`src/hw/iam_pkg.sv`:
```
// Purpose: shared constants and carriers for the index address modifier
// Assumes: one clock, digits are 4-bit bcd, zones carried separately
// Notes:   index words sit in consecutive five-digit blocks of storage
package iam_pkg;
  // storage and index word layout
  localparam int unsigned ADDR_DIGITS    = 5;
  localparam logic [15:0] IDX_BASE_ADDR  = 16'd25;   // first word, ten-thousands end
  localparam logic [15:0] IDX_LAST_ADDR  = 16'd29;
  localparam logic [15:0] IDX_WORD_SPAN  = 16'd5;
  localparam logic [3:0]  TAG_NONE       = 4'h0;
  localparam logic [3:0]  DIGIT_NINE     = 4'h9;
  localparam logic [3:0]  DIGIT_TEN      = 4'ha;
  // instruction ring steps of interest
  localparam logic [3:0]  ISTEP_H_A      = 4'h3;
  localparam logic [3:0]  ISTEP_T_A      = 4'h4;
  localparam logic [3:0]  ISTEP_IDX_A    = 4'h5;
  localparam logic [3:0]  ISTEP_H_B      = 4'h8;
  localparam logic [3:0]  ISTEP_T_B      = 4'h9;
  localparam logic [3:0]  ISTEP_IDX_B    = 4'ha;
  // position ring: one-hot, six states
  localparam int unsigned RING_LEN       = 6;
  localparam logic [5:0]  RING_RESET     = 6'h01;

  // machine cycle kind presented to the sequencer
  typedef enum logic [1:0] {
    IAM_CY_I,
    IAM_CY_X,
    IAM_CY_C,
    IAM_CY_D
  } iam_cycle_t;

  // one instruction read-out step from the sequencer
  typedef struct packed {
    logic       logic_gate_a;        // logic gate a of this step
    logic [3:0] step;       // instruction ring position
    logic [1:0] zones;      // b,a zone bits over the digit
    logic       no_idx_1st; // op forbids indexing of first address
    logic       addr_dbl;   // address-double type op code
    logic       no_b_field; // instruction has no b field
  } iam_step_t;

  // one digit read back from storage
  typedef struct packed {
    logic       valid;
    logic [3:0] digit;
    logic       minus;      // sign, meaningful on units digit only
  } iam_digit_t;
endpackage

```
`src/hw/iam_index_address_modifier.sv`:
```
// Purpose: indexes an instruction address by a stored index word
// Assumes: storage answers each digit request with one valid digit
// Notes:   negative index is added as ten's complement, carry dropped
`timescale 1ns/1ps

// Summary of operation
// - ring step two adds address units digit
// - units sign picks true or complement add
// - result digit loads a or b register
// - double ops with no b field load a, b, d together
// - ring plus tags address next index digit
// - sixth ring state adds ten-thousands digit
// - then c or d cycle updates register
// - instruction ring holds during indexing
// - after update, resume i cycles
// - hundreds tags set at steps 3 or 8
// - tens tags set at steps 4 or 9
// - exactly five index digit reads when indexed
// - trigger at step 5 a, step 10 b
// - fifteen words from location 00025 upward
// - six-state ring gates the five digits
module iam_index_address_modifier #(
  parameter int unsigned DIGITS = iam_pkg::ADDR_DIGITS
) (
  // clock and reset
  input  wire logic                ref_clk,
  input  wire logic                resetn,
  // instruction read-out sequencer
  input  wire iam_pkg::iam_step_t  step_in,
  input  wire logic [DIGITS*4-1:0] addr_in,     // unindexed address from car or dar
  output logic                     ring_hold_q,
  output iam_pkg::iam_cycle_t      cycle_q,
  output logic                     idx_done_q,
  // storage read of index digits
  output logic                     mem_rd_q,
  output logic [15:0]              storage_address_latch_q,
  input  wire iam_pkg::iam_digit_t mem_in,
  // address registers
  output logic [DIGITS*4-1:0]      a_address_register_q,
  output logic [DIGITS*4-1:0]      b_address_register_q,
  output logic [DIGITS*4-1:0]      c_address_register_q,
  output logic [DIGITS*4-1:0]      d_address_register_q
);

  ////////////////////////////////////////////////////////////////////////////
  // state
  typedef enum logic [2:0] {
    IAM_IDLE,
    IAM_REQ,
    IAM_WAIT,
    IAM_UPD
  } iam_state_t;

  iam_state_t        state_q, state_d;   // sequencer of indexing
  logic [1:0]        tag_h_q;            // hundreds tag latches
  logic [1:0]        tag_t_q;            // tens tag latches
  logic [5:0]        ring_q;             // position ring, one hot
  logic              field_b_q;          // indexing the b field
  logic              minus_q;            // sign of index word
  logic              carry_q;            // carry into next digit
  logic [2:0]        pos_q;              // digit position being added
  logic              dbl_q;              // load a,b,d together
  logic [DIGITS*4-1:0] sum_q;            // assembled indexed address

  ////////////////////////////////////////////////////////////////////////////
  // decode
  // digit adder with complement of b side
  function automatic logic [4:0] bcd_add(input logic [3:0] a, input logic [3:0] b,
                                         input logic cin, input logic comp);
    logic [3:0] bb;
    logic [4:0] raw;
    bb  = comp ? (iam_pkg::DIGIT_NINE - b) : b;
    raw = {1'b0, a} + {1'b0, bb} + {4'h0, cin};
    if (raw >= {1'b0, iam_pkg::DIGIT_TEN}) begin
      bcd_add = {1'b1, raw[3:0] - iam_pkg::DIGIT_TEN};
    end else begin
      bcd_add = raw;
    end
  endfunction

  wire [3:0]  tag_code   = {tag_h_q, tag_t_q};          // register number 1..15
  wire        idx_needed = (tag_code != iam_pkg::TAG_NONE);
  wire        trig_a     = step_in.logic_gate_a && (step_in.step == iam_pkg::ISTEP_IDX_A);
  wire        trig_b     = step_in.logic_gate_a && (step_in.step == iam_pkg::ISTEP_IDX_B);
  wire        trig       = (trig_a || trig_b) && idx_needed;
  // tag strobes; first-address-forbidding ops latch nothing
  wire        tag_strobe = step_in.logic_gate_a && !step_in.no_idx_1st;
  wire        at_h_step  = (step_in.step == iam_pkg::ISTEP_H_A) ||
                           (step_in.step == iam_pkg::ISTEP_H_B);
  wire        at_t_step  = (step_in.step == iam_pkg::ISTEP_T_A) ||
                           (step_in.step == iam_pkg::ISTEP_T_B);
  // word base from tag; units digit at high end of block
  wire [15:0] word_base  = iam_pkg::IDX_BASE_ADDR +
                           16'(tag_code - 4'h1) * iam_pkg::IDX_WORD_SPAN;
  wire [15:0] units_loc  = word_base + (iam_pkg::IDX_LAST_ADDR - iam_pkg::IDX_BASE_ADDR);
  // ring position picks the digit location
  wire [15:0] digit_loc  = units_loc - 16'(pos_q);
  wire [3:0]  a_digit    = addr_in[pos_q*4 +: 4];
  // sign on units digit selects complement
  wire        comp_now   = (pos_q == 3'd0) ? mem_in.minus : minus_q;
  // carry in for complement starts at one
  wire        cin_now    = (pos_q == 3'd0) ? mem_in.minus : carry_q;
  wire [4:0]  digit_sum  = bcd_add(a_digit, mem_in.digit, cin_now, comp_now);
  // sixth ring state marks the ten-thousands digit
  // six-state ring fixes the digit count at five
  wire        last_pos   = ring_q[iam_pkg::RING_LEN-1];
  wire [DIGITS*4-1:0] sum_next = sum_q | ({{(DIGITS*4-4){1'b0}}, digit_sum[3:0]} << (pos_q*4));

  ////////////////////////////////////////////////////////////////////////////
  // next state
  always_comb begin
    state_d = state_q;
    case (state_q)
      IAM_IDLE: begin
        if (trig) begin
          state_d = IAM_REQ;
        end
      end
      IAM_REQ:  state_d = IAM_WAIT;
      IAM_WAIT: begin
        if (mem_in.valid) begin
          state_d = last_pos ? IAM_UPD : IAM_REQ;
        end
      end
      IAM_UPD:  state_d = IAM_IDLE;
      default:  state_d = IAM_IDLE;
    endcase
  end

  ////////////////////////////////////////////////////////////////////////////
  // tag latches, cleared when the update completes
  always_ff @(posedge ref_clk or negedge resetn) begin
    if (!resetn) begin
      tag_h_q <= 2'h0;
      tag_t_q <= 2'h0;
    end else begin
      // hundreds tags; a new tag beats the clear
      if (tag_strobe && at_h_step) begin
        tag_h_q <= step_in.zones;
      end else if (state_q == IAM_UPD) begin
        tag_h_q <= 2'h0;
      end
      // tens tags; same priority as hundreds
      if (tag_strobe && at_t_step) begin
        tag_t_q <= step_in.zones;
      end else if (state_q == IAM_UPD) begin
        tag_t_q <= 2'h0;
      end
    end
  end

  ////////////////////////////////////////////////////////////////////////////
  // position ring and adder state
  always_ff @(posedge ref_clk or negedge resetn) begin
    if (!resetn) begin
      state_q   <= IAM_IDLE;
      ring_q    <= iam_pkg::RING_RESET;
      pos_q     <= 3'h0;
      field_b_q <= 1'b0;
      minus_q   <= 1'b0;
      carry_q   <= 1'b0;
      dbl_q     <= 1'b0;
      sum_q     <= '0;
    end else begin
      state_q <= state_d;
      if (state_q == IAM_IDLE && trig) begin
        // ring leaves state one on entry
        ring_q    <= {ring_q[4:0], ring_q[5]};
        pos_q     <= 3'h0;
        field_b_q <= trig_b;
        dbl_q     <= step_in.addr_dbl && step_in.no_b_field;
        sum_q     <= '0;
      end else if (state_q == IAM_WAIT && mem_in.valid) begin
        // ripple carry to next x cycle
        carry_q <= digit_sum[4];
        sum_q   <= sum_next;
        if (pos_q == 3'd0) begin
          minus_q <= mem_in.minus;
        end
        ring_q <= last_pos ? iam_pkg::RING_RESET : {ring_q[4:0], ring_q[5]};
        pos_q  <= last_pos ? 3'h0 : pos_q + 3'h1;
      end
    end
  end

  ////////////////////////////////////////////////////////////////////////////
  // outputs toward sequencer and storage
  always_ff @(posedge ref_clk or negedge resetn) begin
    if (!resetn) begin
      ring_hold_q             <= 1'b0;
      cycle_q                 <= iam_pkg::IAM_CY_I;
      idx_done_q              <= 1'b0;
      mem_rd_q                <= 1'b0;
      storage_address_latch_q <= 16'h0000;
    end else begin
      ring_hold_q <= (state_d != IAM_IDLE);
      // c for a field, d for b field
      cycle_q     <= (state_d == IAM_UPD) ? (field_b_q ? iam_pkg::IAM_CY_D : iam_pkg::IAM_CY_C) :
                     (state_d == IAM_IDLE) ? iam_pkg::IAM_CY_I : iam_pkg::IAM_CY_X;
      idx_done_q  <= (state_q == IAM_UPD);
      mem_rd_q    <= (state_q == IAM_REQ);
      if (state_q == IAM_REQ) begin
        storage_address_latch_q <= digit_loc;
      end
    end
  end

  ////////////////////////////////////////////////////////////////////////////
  // address registers; top digit carry is simply not stored
  always_ff @(posedge ref_clk or negedge resetn) begin
    if (!resetn) begin
      a_address_register_q <= '0;
      b_address_register_q <= '0;
      c_address_register_q <= '0;
      d_address_register_q <= '0;
    end else if (state_q == IAM_WAIT && mem_in.valid) begin
      // result digit into a or b register
      if (!field_b_q || dbl_q) begin
        a_address_register_q <= sum_next;
      end
      if (field_b_q || dbl_q) begin
        b_address_register_q <= sum_next;
      end
      if (dbl_q) begin
        d_address_register_q <= sum_next;
      end
    end else if (state_q == IAM_UPD) begin
      // update cycle rewrites c or d
      if (field_b_q) begin
        d_address_register_q <= sum_q;
      end else begin
        c_address_register_q <= sum_q;
      end
    end
  end

endmodule

```
`config.mk`:
```
export PLATFORM = sky130hd
export DESIGN_NAME = iam_index_address_modifier
export DESIGN_NICKNAME = d
export VERILOG_FILES = /design/src/hw/iam_pkg.sv /design/src/hw/iam_index_address_modifier.sv
export SDC_FILE = /design/constraint.sdc
export NUM_CORES = 1
export LEC_CHECK = 0
export ABC_AREA = 1
export ABC_CLOCK_PERIOD_IN_PS = 3700
export BUFFER_PORTS_ARGS = -buffer_cell sky130_fd_sc_hd__buf_2
export CORE_UTILIZATION = 32
export CTS_BUF_LIST = sky130_fd_sc_hd__clkbuf_8
export DETAILED_ROUTE_END_ITERATION = 8
export PLACE_DENSITY = 0.64
export SLEW_MARGIN = 20
export SYNTH_ARGS = -nofsm -noshare
export SYNTH_HDL_FRONTEND = slang
export SYNTH_SLANG_ARGS = --single-unit
```
`constraint.sdc`:
```
create_clock -name ref_clk -period 3.7 [get_ports ref_clk]
set_clock_uncertainty 0.2 [all_clocks]
set_input_delay 0 -clock ref_clk [delete_from_list [all_inputs] [get_ports ref_clk]]
set_output_delay 0 -clock ref_clk [all_outputs]
set_load 0.02 [all_outputs]
```
# Word-level counts from Yosys, hierarchy flattened
# Cells that the tools add are included.
[word_totals] output_inout_bits=101 n_memories=0 mem_bits_rw=0 reg_bits=141 input_bits=38 latchBits=0 elab_cells=104 mem_bits_ro=0
[classes] shifts=2 n_bitwise=4 n_addsub=9 multipliers=1 mux=26 eq_ne=11 order_cmp=1 div_mod_pow=0 reduce_logical=31
[op_table] op="$mux W20" count=6
[op_table] op="$or A20 B20 Y20" count=1
[op_table] op="$shiftx A20 B6 Y4" count=1
[op_table] op="$shl A4 B5 Y20" count=1
[op_table] op="$mux W6" count=3
[op_table] op="$mux W3" count=5
[op_table] op="$eq A4 B4 Y1 const B" count=3
[op_table] op="$sub A11 B4 Y12" count=1
[op_table] op="$add A10 B4 Y11 const B" count=1
[op_table] op="$add A6 B9 Y10 const A" count=1
[op_table] op="$mux W2" count=5
[op_table] op="$reduce_bool A2 Y1" count=5
[op_table] op="$eq A3 B2 Y1 const B" count=3
[op_table] op="$logic_and A1 B1 Y1" count=9
[op_table] op="$logic_not A3 Y1" count=3
[op_table] op="$mul A5 B4 Y9 const B" count=1
[op_table] op="$pmux W3 S3" count=1
[op_table] op="$eq A4 B3 Y1 const B" count=2
[op_table] op="$reduce_and A2 Y1" count=3
[op_table] op="$reduce_and A3 Y1" count=2
[op_table] op="$add A4 B4 Y5" count=1
[op_table] op="$add A5 B1 Y5" count=1
[op_table] op="$ge A5 B4 Y1 const B" count=1
[op_table] op="$logic_or A1 B1 Y1" count=5
[op_table] op="other kinds (14)" count=20

# Longest topological paths before layout
[depth] depth_word=11 depth_mapped=22 depth_no_buf=21

# Least setup slack after synthesis
# Ideal clock, no wire load.
[synth_path] kind="flip-flop to flip-flop" start="register pos_q[0]" end="register sum_q[1]" t_required_ps=3428 setup_ps=72 synth_period_minus_slack_ps=3769 arrival_ps=3497 setup_slack_ps=-69 n_path_buf=1 path_stages_with_launch=21 path_cell_list="dfrtp_1 > inv_1 > clkbuf_1 > ha_1 > nand2_1 > or2_2 > o21ai_0 > xor2_1 > fa_1 > inv_1 > fa_1 > inv_1 > ha_1 > nand2_1 > nand3_1 > nand2_1 > nand2_1 > nand4_1 > nand2_1 > nand2_1 > nor2_1"
[synth_between] elab_chain_cells=11 elab_cells_between_ends=14 classes_between="add/sub: 3; order compare: 1; shift: 2; mux: 6; bitwise: 1; reduce/logical: 1"
[synth_rtl] element="start: declaration" line="iam_index_address_modifier.sv:61" rtl="logic [2:0] pos_q;"
[synth_rtl] element="start signal: assignment" line="iam_index_address_modifier.sv:181" rtl="pos_q <= last_pos ? 3'h0 : pos_q + 3'h1;"
[synth_rtl] element="branches (longest 7 deep; another with $add A4 B4 Y5)"
[synth_rtl] element="$shl A4 B5 Y20 *" line="iam_index_address_modifier.sv:107" rtl="wire [DIGITS*4-1:0] sum_next = sum_q | ({{(DIGITS*4-4){1'b0}}, digit_sum[3:0]} << (pos_q*4));"
[synth_rtl] element="$or A20 B20 Y20 *" line="iam_index_address_modifier.sv:107"
[synth_rtl] element="$mux W20 *" line="iam_index_address_modifier.sv:173" rtl="end else if (state_q == IAM_WAIT && mem_in.valid) begin"
[synth_rtl] element="$mux W20 *" line="iam_index_address_modifier.sv:166" rtl="if (state_q == IAM_IDLE && trig) begin"
[synth_rtl] element="end signal: assignment" line="iam_index_address_modifier.sv:176" rtl="sum_q <= sum_next;"
[synth_rtl] element="end: declaration" line="iam_index_address_modifier.sv:63" rtl="logic [DIGITS*4-1:0] sum_q;"
# Every way passes the cells marked *. The select of a mux whose other input is x is not followed.
# A chain may end at the register's enable or synchronous reset.

# Worst setup path after layout
[layout_path] start="register pos_q[0]" end="register a_address_register_q[5]"
[layout_between] elab_chain_cells=9 elab_cells_between_ends=12 classes_between="add/sub: 3; order compare: 1; shift: 2; mux: 4; bitwise: 1; reduce/logical: 1"
[layout_rtl] element="branches (longest 7 deep; another with $add A4 B4 Y5)"
[layout_rtl] element="$shl A4 B5 Y20 *" line="iam_index_address_modifier.sv:107"
[layout_rtl] element="$or A20 B20 Y20 *" line="iam_index_address_modifier.sv:107"
[layout_rtl] element="end signal: assignment" line="iam_index_address_modifier.sv:219" rtl="a_address_register_q <= sum_next;"
[layout_rtl] element="end: declaration" line="iam_index_address_modifier.sv:39" rtl="output logic [DIGITS*4-1:0] a_address_register_q,"
# Every way passes the cells marked *.

==> results.yml <==
status:
  status: "complete, but fails checks"
  violations: "negative hold slack"
synth:
  ys_ff_latch: 137
  yosys-top-cells-count: "nand2_1 (200), dfrtp_1 (136), inv_1 (72), nor2_1 (61), o21ai_0 (57)"
  synth_top_cell_by_area: "dfrtp_1"
  yosysTopAreaCellShare: 0.526
  ys_types: 41
  ys_top_cells_by_area: "dfrtp_1 (53%), nand2_1 (12%), ha_1 (5.2%), o21ai_0 (4.4%), inv_1 (4.2%)"
  synth_nets: 805
  mappedNetlistArea_um2: 6470
  async_flop_share: 1.00
  synth_area_per_cell_um2: 8.82
  seq_area_frac_synth: 0.530
  ys_warn_count: 0
  synth_most_common_cell: "nand2_1"
  synthFlopType: "dfrtp_1"
  synth-edff-count: 0
  postSynthCellCount: 734
finish:
  fill_cells: 1941
  syn2layout_area_growth_pct: 28.1
  final_util: 0.422
  num-nets-final: 981
  n_antenna_cell: 0
  final_cell_area_um2: 8290
  drive_above_1_share: 0.259
floorplanning:
  die_area_um2: 20800
  start_util: 0.329
  die_x_um: 144
  rows: 51
  core_area_um2: 19700
  die_h_um: 144
  io_pins: 139
sta:
  fmax_ghz: 0.282
  setup_viol: 0
  max_slew.worst_pin.slew_ns: 0.880
  final_max_slew_viol_count: 0
  hold_ws_ns: -0.00118
  fin_crit_ns: 3.54
  relSlewSlack: 0.413
  hold_viol_final: 1
  min_period_over_period: 0.958
  setup_slack_ns: 0.156
routing:
  drt_wl_total_mm: 17.8
  dr.pass1.iters: 7
  drt-initial-drc-count: 349
  antenna_left: 0
  wl_per_cell_um: 15.0
  viasPerCell: 4.62
  vias: 5483
  drc: 0
placed_design:
  place_area_um2: 7530
  place.gp.congestion: 0.810
  port_buffers: 138
  dp_slack_ns: 0.0474
  dp_hpwl_mm: 12.6
cts:
  cts_sinks: 137
  cts-buffers-inserted: 17
  path_clk_slew_ns: 0.08
  cts_tree: "built"
  root_buffer: "clkbuf_8"
  htreeDepth: 4
  clk_path_buf_depth: 2
  clock_latency_ns: 0.45
power:
  power_density_nw_per_um2: 736
  max-vdd-ir-drop_mv: 0.291
  power_mw: 6.10
  p_leak_nw: 4.51
worst_setup_path:
  critPathMaxFanout: 5
  crit_path_cell_trace: "inv_2 -> ha_1 -> nand2_1 -> or2_2 -> o21ai_2 -> xor2_1 -> fa_2 -> inv_2 -> fa_2 -> inv_2 -> ha_2 -> nand2_2 -> nand3_4 -> nand3_2 -> nand4_1 -> buf_4 -> a31oi_1"
  required_ns: 3.87
  cp-start-kind: "register"
  arrival_ns: 3.71
  rr_worst_depth: 17
  critical_path.max_stage_delay_ns: 0.61
  cpMostUsedCell: "inv_2"
  reg2reg_slack_ns: 0.16
  critPathCaptureType: "register"
  slowest_stage: "fa_2"
  worstSetupPathType: "register to register"
  reg2reg_from: "pos_q[0]$_DFFE_PN0P_"
  r2r_end: "a_address_register_q[5]$_DFFE_PN0P_"
grt:
  grt_usage: 0.180
  antenna_found_initial: 0
  grt_pass1_wl_mm: 28.0
  grt_max_degree: 94
  first_global_vias: 5303
  grt_overflow: 0
job:
  drv_cap: 0
hold_path:
  hp-class: "primary input to async pin"
## per-layer routing
metal / part of all wire / global-route usage / up-vias
met1: 0.46 / 0.237 / 2589
met2: 0.46 / 0.282 / 141
met4: 0.0082 / 0.0427 / 0
li1: - / - / 2742
met5: 0 / 0 / -
met3: 0.071 / 0.0652 / 11
## critical path, delay by kind of cell (launching register included)
family	cells	cell delay [ns]
AO/OA/AOI/OAI	2	0.20
flip-flops	1	0.40
adder cells (fa/ha/maj)	4	1.18
XOR/XNOR	1	0.23
AND/OR/NAND/NOR	6	0.88
buffers and inverters	4	0.39
## cell usage in the layout (no fill, tap or decap), drive strengths merged
cell type	synthesis	layout
a31oi	29	29
o32ai	1	1
nand4	10	10
conb	1	1
dfrtp	136	136
inv	79	83
or2	3	3
o21ai	69	69
nand3	29	29
dfstp	1	1
a21oi	18	18
a22oi	2	2
nand3b	1	1
clkinvlp	0	2
nor2	62	62
o211ai	4	4
a32o	2	2
xor2	3	3
o22ai	8	8
a22o	1	1
o31ai	1	1
clkbuf	13	21
buf	13	164
xnor2	4	4
dlygate4sd3	0	19
nor3	4	4
fa	6	6
clkinv	2	4
nand2	204	204
ha	27	27
bufinv	0	3
o21bai	1	1
## where the power goes
group          leakage, nW  total, mW  internal [mW]  switching, mW
clock network        0.221       1.33          0.738          0.595
logic                 2.44       2.96           1.16           1.80
registers             1.85       1.81           1.69          0.119
## per-stage QoR
| stage | TNS [ns] | std cells |
|---|---|---|
| after global placement | 0 | 1133 |
| after floorplan | 0 | 734 |
| final | 0 | 1188 |
| after CTS | 0 | 1184 |
| after detailed placement | 0 | 1133 |
| after global routing | -0.488 | 1188 |
## sequential cells by signal, indices dropped and copies added, names as in the netlist
| name | flops |
|---|---|
| sum_q | 20 |
| tag_t_q | 2 |
| d_address_register_q | 20 |
| tag_h_q | 2 |
| dbl_q | 1 |
| idx_done_q | 1 |
| ring_q | 6 |
| b_address_register_q | 20 |
| c_address_register_q | 20 |
| a_address_register_q | 20 |
| storage_address_latch_q | 12 |
| cycle_q | 2 |
| pos_q | 3 |
| minus_q | 1 |
| field_b_q | 1 |
| carry_q | 1 |
| state_q | 3 |
| mem_rd_q | 1 |
| ring_hold_q | 1 |
## cell families (layout without fill, tap and decap cells)
logic type	Yosys count	after routing	share of synthesized area
simple gates	313	313	0.198
flops	137	137	0.530
compound gates	136	136	0.120
buf+inv	107	296	0.0705
fa+ha+maj	33	33	0.0707
xor+xnor	7	7	0.00947
other cells	1	1	0.000579
## final cells by class
type	count	area [um2]	area share
Clock buffer	21	289	0.0348
Clock inverter	11	144	0.0173
Inverter	81	305	0.0368
Multi-Input combinational cell	490	2700	0.326
Sequential cell	137	3430	0.413
Tap cell	265	332	0.0400
Timing Repair Buffer	183	1090	0.132
## worst max-delay path by stage
stage / from / endpoint / slack [ns] / cells past startpoint
floorplan: pos_q[0]$_DFFE_PN0P_ / sum_q[9]$_DFFE_PN0P_ / 0.06 / 20
global placement: pos_q[0]$_DFFE_PN0P_ / d_address_register_q[6]$_DFFE_PN0P_ / 0.16 / 19
detailed placement: tag_t_q[0]$_DFFE_PN0P_ / storage_address_latch_q[8]$_DFFE_PN0P_ / 0.05 / 14
CTS: pos_q[0]$_DFFE_PN0P_ / b_address_register_q[18]$_DFFE_PN0P_ / 0.02 / 19
global route: pos_q[0]$_DFFE_PN0P_ / a_address_register_q[5]$_DFFE_PN0P_ / -0.06 / 20
finish: pos_q[0]$_DFFE_PN0P_ / a_address_register_q[5]$_DFFE_PN0P_ / 0.16 / 17
## timing repair
item                                    in CTS  in global routing
hold buffers                                19                  0
gates resized for setup                      0                 30
endpoints found under the setup margin       0                 58
buffers inserted                             0                  4
endpoints found under the hold margin      115                  0
Power figures use the tool's default switching activity.
